[config.mk]
export PLATFORM = sky130hd
export DESIGN_NAME = dual_dac_serial_load
export DESIGN_NICKNAME = d
export VERILOG_FILES = /design/src/hdl/dac_load_pkg.sv /design/src/hdl/code_register.sv /design/src/hdl/dual_dac_serial_load.sv
export SDC_FILE = /design/constraint.sdc
export NUM_CORES = 1
export LEC_CHECK = 0
export BUFFER_PORTS_ARGS = -buffer_cell sky130_fd_sc_hd__buf_4
export CAP_MARGIN = 20
export CORE_ASPECT_RATIO = 1.2
export CORE_MARGIN = 1
export CORE_UTILIZATION = 47
export CTS_BUF_LIST = sky130_fd_sc_hd__clkbuf_4
export CTS_CLUSTER_SIZE = 14
export DETAILED_ROUTE_END_ITERATION = 10
export PLACE_DENSITY = 0.65
export SLEW_MARGIN = 20
export SYNTH_ARGS = -nofsm -noshare
export SYNTH_HDL_FRONTEND = slang
export SYNTH_SLANG_ARGS = --single-unit
[constraint.sdc]
create_clock -name clk -period 1.65 [get_ports clk]
set_clock_uncertainty 0.2 [all_clocks]
set_input_delay 0.0825 -clock clk [delete_from_list [all_inputs] [get_ports clk]]
set_output_delay 0.0825 -clock clk [all_outputs]
set_load 0.05 [all_outputs]
[src/hdl/dac_load_pkg.sv]
// constants for the dual converter serial load logic
package dac_load_pkg;

  // ----------------------------------------------------------------
  // frame layout
  // ----------------------------------------------------------------
  localparam int unsigned FRAME_BITS   = 16;
  localparam int unsigned CODE_BITS    = 12;
  localparam int unsigned MODE_POS     = 15;
  localparam int unsigned SEL_B_POS    = 14;
  localparam int unsigned SEL_A_POS    = 13;
  localparam int unsigned CHANNELS     = 2;
  localparam int unsigned CH_FIRST     = 0;
  localparam int unsigned CH_SECOND    = 1;

  // ----------------------------------------------------------------
  // reset and preset values
  // ----------------------------------------------------------------
  localparam logic [CODE_BITS-1:0]  HALF_SCALE  = 12'h800;
  localparam logic [CODE_BITS-1:0]  ZERO_SCALE  = 12'h000;
  localparam logic [FRAME_BITS-1:0] SHIFT_RESET = 16'h0000;
  localparam logic                  IDLE_HIGH   = 1'h1;

endpackage

[src/hdl/code_register.sv]
// one converter register with asynchronous preset override
`timescale 1ns/100ps
`default_nettype none
module code_register
  import dac_load_pkg::*;
(
  input  wire logic                 clk,
  input  wire logic                 reset_n,
  input  wire logic                 asyncPreset_n,
  input  wire logic                 presetLevelSelect,
  input  wire logic                 load,
  input  wire logic [CODE_BITS-1:0] codeIn,
  output logic      [CODE_BITS-1:0] code
);

  // ----------------------------------------------------------------
  // storage
  // ----------------------------------------------------------------
  logic [CODE_BITS-1:0] code_q;
  logic [CODE_BITS-1:0] presetValue;

  assign presetValue = presetLevelSelect ? HALF_SCALE : ZERO_SCALE;

  // preset also written into storage so it persists after release
  always_ff @(posedge clk) begin
    if (!reset_n) begin
      code_q <= ZERO_SCALE;
    end else if (!asyncPreset_n) begin
      code_q <= presetValue;
    end else if (load) begin
      code_q <= codeIn;
    end
  end

  // combinational override: preset acts with no clock edge
  assign code = !asyncPreset_n ? presetValue : code_q;

endmodule
`default_nettype wire

[src/hdl/dual_dac_serial_load.sv]
// serial front end and load decode of a dual 12-bit converter
`timescale 1ns/100ps
`default_nettype none
module dual_dac_serial_load
  import dac_load_pkg::*;
(
  input  wire logic                 clk,
  input  wire logic                 reset_n,
  input  wire logic                 serialIn,
  input  wire logic                 shiftClk,
  input  wire logic                 chipSelect_n,
  input  wire logic                 loadStrobeA_n,
  input  wire logic                 loadStrobeB_n,
  input  wire logic                 asyncPreset_n,
  input  wire logic                 presetLevelSelect,
  output logic                      serialOut,
  output logic      [CODE_BITS-1:0] converterRegisterFirst,
  output logic      [CODE_BITS-1:0] converterRegisterSecond
);

  // ----------------------------------------------------------------
  // edge detection
  // ----------------------------------------------------------------
  // pins are synchronous to clk, so a single past sample suffices
  logic shiftClkPrev_q;
  logic strobeAPrev_q;
  logic strobeBPrev_q;
  logic shiftRise;
  logic strobeAFall;
  logic strobeBFall;
  logic shiftEnable;

  // shift history idles high so a clock high at release is no rise;
  // strobe history follows the pin so a strobe held low is no fall
  always_ff @(posedge clk) begin
    if (!reset_n) begin
      shiftClkPrev_q <= IDLE_HIGH;
      strobeAPrev_q  <= loadStrobeA_n;
      strobeBPrev_q  <= loadStrobeB_n;
    end else begin
      shiftClkPrev_q <= shiftClk;
      strobeAPrev_q  <= loadStrobeA_n;
      strobeBPrev_q  <= loadStrobeB_n;
    end
  end

  assign shiftRise   = shiftClk & ~shiftClkPrev_q;
  assign shiftEnable = shiftRise & ~chipSelect_n;
  // strobes decoded without chip select
  assign strobeAFall = strobeAPrev_q & ~loadStrobeA_n;
  assign strobeBFall = strobeBPrev_q & ~loadStrobeB_n;

  // ----------------------------------------------------------------
  // shift register
  // ----------------------------------------------------------------
  logic [FRAME_BITS-1:0] shift_q;

  always_ff @(posedge clk) begin
    if (!reset_n) begin
      shift_q <= SHIFT_RESET;
    end else if (shiftEnable) begin
      shift_q <= {shift_q[FRAME_BITS-2:0], serialIn};
    end
  end

  // last stage feeds the chain; never tri-stated
  assign serialOut = shift_q[FRAME_BITS-1];

  // ----------------------------------------------------------------
  // load decode
  // ----------------------------------------------------------------
  logic                 modeSoft;
  logic                 selA;
  logic                 selB;
  logic                 anyFall;
  logic [CHANNELS-1:0]  loadCh;
  logic [CODE_BITS-1:0] frameCode;
  logic [CODE_BITS-1:0] codeOut [CHANNELS];

  assign modeSoft  = shift_q[MODE_POS];
  assign selA      = shift_q[SEL_A_POS];
  assign selB      = shift_q[SEL_B_POS];
  // software mode treats the two strobes as one control
  assign anyFall   = strobeAFall | strobeBFall;
  assign frameCode = shift_q[CODE_BITS-1:0];

  always_comb begin
    if (modeSoft) begin
      loadCh[CH_FIRST]  = anyFall & selA;
      loadCh[CH_SECOND] = anyFall & selB;
    end else begin
      loadCh[CH_FIRST]  = strobeAFall;
      loadCh[CH_SECOND] = strobeBFall;
    end
  end

  // ----------------------------------------------------------------
  // converter registers
  // ----------------------------------------------------------------
  genvar ch;
  generate
    for (ch = 0; ch < CHANNELS; ch++) begin : gChannel
      code_register uReg (
        .clk               (clk),
        .reset_n           (reset_n),
        .asyncPreset_n     (asyncPreset_n),
        .presetLevelSelect (presetLevelSelect),
        .load              (loadCh[ch]),
        .codeIn            (frameCode),
        .code              (codeOut[ch])
      );
    end
  endgenerate

  assign converterRegisterFirst  = codeOut[CH_FIRST];
  assign converterRegisterSecond = codeOut[CH_SECOND];

  logic presetQuiet;
  assign presetQuiet = asyncPreset_n;
endmodule
`default_nettype wire

=== Word level (Yosys, flattened, before mapping) ===
Cells that the tools add are included.

* Muxes and demuxes: 8
* Bitwise gates (word level): 11
* Equality and inequality tests: 2

{| class="wikitable"
|+ Operators by type and width
! operator !! count
|-
| $mux W12 || 7
|-
| $and A1 B1 Y1 || 6
|-
| $ne A2 B1 Y1 const B || 2
|-
| $not A1 Y1 || 4
|-
| $mux W2 || 1
|-
| $or A1 B1 Y1 || 1
|}

* Logic and storage cells: 27
* Output and inout port bits: 25
* Flip-flop bits (word level): 43
* Input port bits: 9

=== Depth between registers and ports, before layout ===
* Depth in word-level cells: 7
* Depth in mapped cells: 6
* Mapped depth without buffers: 4

=== Cells and area by module ===
A second synthesis with hierarchy kept.

* Cell total of the unflattened synthesis: 172
* Area total of the unflattened synthesis: 1747.9 um^2

{| class="wikitable"
|+ Modules (own cells, without submodules)
! module !! area an instance (um^2) !! cells an instance !! seq. area each (um^2) !! times used
|-
| code_register || 515.5 || 53 || 240.2 || 2
|-
| dual_dac_serial_load || 716.9 || 66 || 380.4 || 1
|}

=== Worst setup path after synthesis ===
No wires, ideal clock.

* Path type: flip-flop to flip-flop
* Start: register shift_q[15]
* End: register gChannel[0].uReg.code_q[0]
* Period minus slack after synthesis: 1.750 ns
* Setup time: 0.072 ns
* Stages on the path, launching flop included: 5
* Data arrival time: 1.479 ns
* Path buffers: 1
* Path slack: -0.100 ns
* Data required time: 1.378 ns
* Path through: dfxtp_1 o21ai_1 a31oi_2 buf_6 mux2i_1

* Word-level cells in the longest chain between the ends: 2

{| class="wikitable"
|+ RTL lines
! element !! RTL line !! source
|-
| start, declared || dual_dac_serial_load.sv:56 || <nowiki>logic [FRAME_BITS-1:0] shift_q;</nowiki>
|-
| start signal, assigned || dual_dac_serial_load.sv:62 || <nowiki>shift_q <= {shift_q[FRAME_BITS-2:0], serialIn};</nowiki>
|-
| $mux W2 || dual_dac_serial_load.sv:88 || <nowiki>if (modeSoft) begin</nowiki>
|-
| $ne A2 B1 Y1 (no source line) || n/a ||
|-
| end signal, assigned || code_register.sv:29 || <nowiki>code_q <= presetValue;</nowiki>
|-
| end signal, assigned || code_register.sv:31 || <nowiki>code_q <= codeIn;</nowiki>
|-
| end, declared || code_register.sv:19 || <nowiki>logic [CODE_BITS-1:0] code_q;</nowiki>
|}

No other way between the ends.
A chain may end at the register's enable or synchronous reset.

=== Worst setup path in the final report ===
* Start: input loadStrobeB_n
* End: register gChannel[1].uReg.code_q[9]

* Word-level cells in the longest chain between the ends: 6

{| class="wikitable"
|+ RTL lines
! element !! RTL line !! source
|-
| start, declared || dual_dac_serial_load.sv:13 || <nowiki>input wire logic loadStrobeB_n,</nowiki>
|-
| $not A1 Y1 (*) || dual_dac_serial_load.sv:51 || <nowiki>assign strobeBFall = strobeBPrev_q & ~loadStrobeB_n;</nowiki>
|-
| $and A1 B1 Y1 (*) || dual_dac_serial_load.sv:51 ||
|-
| $or A1 B1 Y1 || dual_dac_serial_load.sv:84 || <nowiki>assign anyFall = strobeAFall | strobeBFall;</nowiki>
|-
| $and A1 B1 Y1 || dual_dac_serial_load.sv:90 || <nowiki>loadCh[CH_SECOND] = anyFall & selB;</nowiki>
|-
| $mux W2 (*) || dual_dac_serial_load.sv:88 ||
|-
| $ne A2 B1 Y1 (no source line) (*) || n/a ||
|-
| end signal, assigned || code_register.sv:29 ||
|-
| end signal, assigned || code_register.sv:31 ||
|-
| end, declared || code_register.sv:19 ||
|}

Mark *: on every way between the ends. The rest lies on a longest branch, timed or not.

==> flow_summary.toml <==
[outcome]
status = "complete, no violations"

[place]
dp_hpwl_um = 2372
place_area_um2 = 2115
port_buffers = 33
routabilityCongestion = 0.6746

[synth]
syn_avg_cell_area_um2 = 8.843
syn_inst = 206
synth-seq-cells = 43
synth_nets = 215
synth_cell_type_count = 16
synth_top_area_frac = 0.4725
synth_area_leaders = "dfxtp_1 47%, mux2i_1 13%, nand2_1 13%"
yosys_warnings = 0
synthesis.area_um2 = 1822
yosysTopAreaCell = "dfxtp_1"
ys_seq_area_frac = 0.4725

[drt]
drtIter0Drc = 55
ant_nets = 0
wirelength_um = 3404
drc_errors = 0
vias_per_cell = 4.844
num_vias = 1424
wire_per_inst_um = 11.58
firstDrtPassIters = 4

[finish]
post_route_cells_drive_above_1_share = 0.2066
n_antenna_cell = 0
nets = 251
layout_commonest_cell = "nand2_1"
area_delta_synth_final_pct = 24.04
stdcell_area_um2 = 2260
fillCellCount = 329
multi_input_area_um2 = 884.6
seqCellArea_um2 = 862.1
layout_common_cells = "64 x nand2_1, 42 x dfxtp_1, 35 x buf_4, 24 x mux2i_1, 23 x and2_1"

[sta]
setup_viol = 0
tightest_slew_ps = 528.8
hold_viol_final = 0
rsz0062_at_grt = "false"
finalSetupTns_ps = 0
relSlewSlack = 0.6466
fin_crit_ps = 1442
min_period_over_period = 0.8738
slew_violations = 0
clock.fmax_mhz = 693.6

[clocking]
clkTransAtPathRegs_ps = 120
htreeDepth = 2
cts.repair.resized = 0
cts_tree = "built"
cts_num_sinks = 43
holdBufCountCts = 7
cts_root_buffer = "clkbuf_4"
insertion_delay_ps = 340
cts_buffer_depth = 2
numCtsBuffers = 5
post_cts_buffers = 0

[pwr]
max-vdd-ir-drop_uv = 545.2
pwr_density_cell_nw_per_um2 = 813.4
p_leak_nw = 0.9237

[global_route]
grt_max_degree = 54
grt_use_met1 = 0.2282
grt.overflow.total = 0
busiest_layer = "met2"
grt_use_total = 0.1848
grt_pass1_vias = 1305
grt_pass1_wl_um = 5823
antenna_found_initial = 0
met3_usage = 0.04815
grt_use_met2 = 0.3018

[floorplanning]
die_x_um = 58.84
start_util = 0.4973
rows = 24
die_h_um = 70.20
ioPinCount = 34
core_um2 = 3664
die_area_um2 = 4130

[setup_path]
critPathTopFamily = "buffers and inverters"
max_stage_delay_ps = 530
critPathArrivalTime_ps = 1510
end_kind = "flip-flop"
crit_type = "input port to flip-flop"
cpMaxStageDelayCell = "dlygate4sd3_1"
reg2reg_setup_slack_ps = 270
crit_fanout = 12
critical_path_buf_inv_count = 3
cp_cell_sequence = "dlygate4sd3_1, buf_4, nand2b_4, nand2_2, a31oi_2, buf_12, mux2i_1"
cp-start-kind = "input port"
critPathRequiredTime_ps = 1720

[hold_path]
min_path_type = "input port to flip-flop"

[flow_run]
drv_cap = 0
area by class of cell:
| type | instances | area share |
|---|---|---|
| flip-flops and latches | 43 | 0.3815 |
| repair buffers | 44 | 0.1650 |
| clock buffers | 6 | 0.01993 |
| multi-input cells | 148 | 0.3915 |
| well taps | 52 | 0.02879 |
| clock inverters | 1 | 0.01329 |
power by group:
group          total (W)  internal (W)  switching [W]
Combinational   0.000155     0.0000715      0.0000839
Sequential       0.00105       0.00104     0.00000396
Clock           0.000634      0.000329       0.000305
cells by family (layout without fill, tap and decap cells):
group           count (synthesis)  after routing  synth area share
mux                            24             24            0.1319
flops                          43             43            0.4725
buf+inv                        15             51           0.04189
compound gates                 20             20           0.08516
simple gates                  104            104            0.2685
final timing paths:
kind	from	to	cells after the start
setup / recovery	loadStrobeB_n	gChannel[1].uReg.code_q[9]$_SDFFE_PN0P_	7
hold / removal	reset_n	gChannel[1].uReg.code_q[11]$_SDFFE_PN0P_	3
setup reg to reg	strobeBPrev_q$_DFF_P_	gChannel[1].uReg.code_q[9]$_SDFFE_PN0P_	5
hold reg to reg	shift_q[12]$_SDFFE_PN0P_	shift_q[13]$_SDFFE_PN0P_	2
registers in the layout (all words and copies together), names as in the netlist:
register / flops
gChannel.uReg.code_q: 24
shiftClkPrev_q: 1
strobeAPrev_q: 1
shift_q: 16
strobeBPrev_q: 1
Yosys cell counts:
| master | count |
|---|---|
| nor2_1 | 1 |
| clkbuf_1 | 9 |
| nand2_1 | 64 |
| nand2_2 | 1 |
| and2_1 | 23 |
| a31oi_2 | 2 |
| nand2b_4 | 2 |
| nand2b_1 | 2 |
| a21boi_0 | 6 |
| nand3_1 | 11 |
| mux2i_1 | 24 |
| a21boi_1 | 10 |
| buf_6 | 2 |
| dfxtp_1 | 43 |
| buf_2 | 4 |
| o21ai_1 | 2 |
worst min-delay path, delay by kind of cell:
family	cells	cell delay (ps)
multiplexers	1	50
buffers and inverters	1	250
AND/OR/NAND/NOR	1	120
routing by layer:
metal / vias to the layer above / wire length (um)
met3: 6 / 161
met5: - / 0
li1: 737 / -
met2: 34 / 1652
met4: 0 / 55
met1: 647 / 1535
through the flow:
stage          setup slack [ps]  utilization  power (W)  hold WS (ps)  std cells
3_5_place_dp              306.8       0.5772   0.001215       -0.8061        280
6_report                  208.2       0.6168   0.001838         12.89        294
5_1_grt                   160.4       0.6168   0.001925         6.060        294
4_1_cts                   228.7       0.6168   0.001862         3.540        294
2_1_floorplan             124.9            -   0.001175        -89.78        206
3_3_place_gp              355.0       0.5772   0.001213        -3.528        280
No activity file was read; power rests on OpenSTA's default activity.
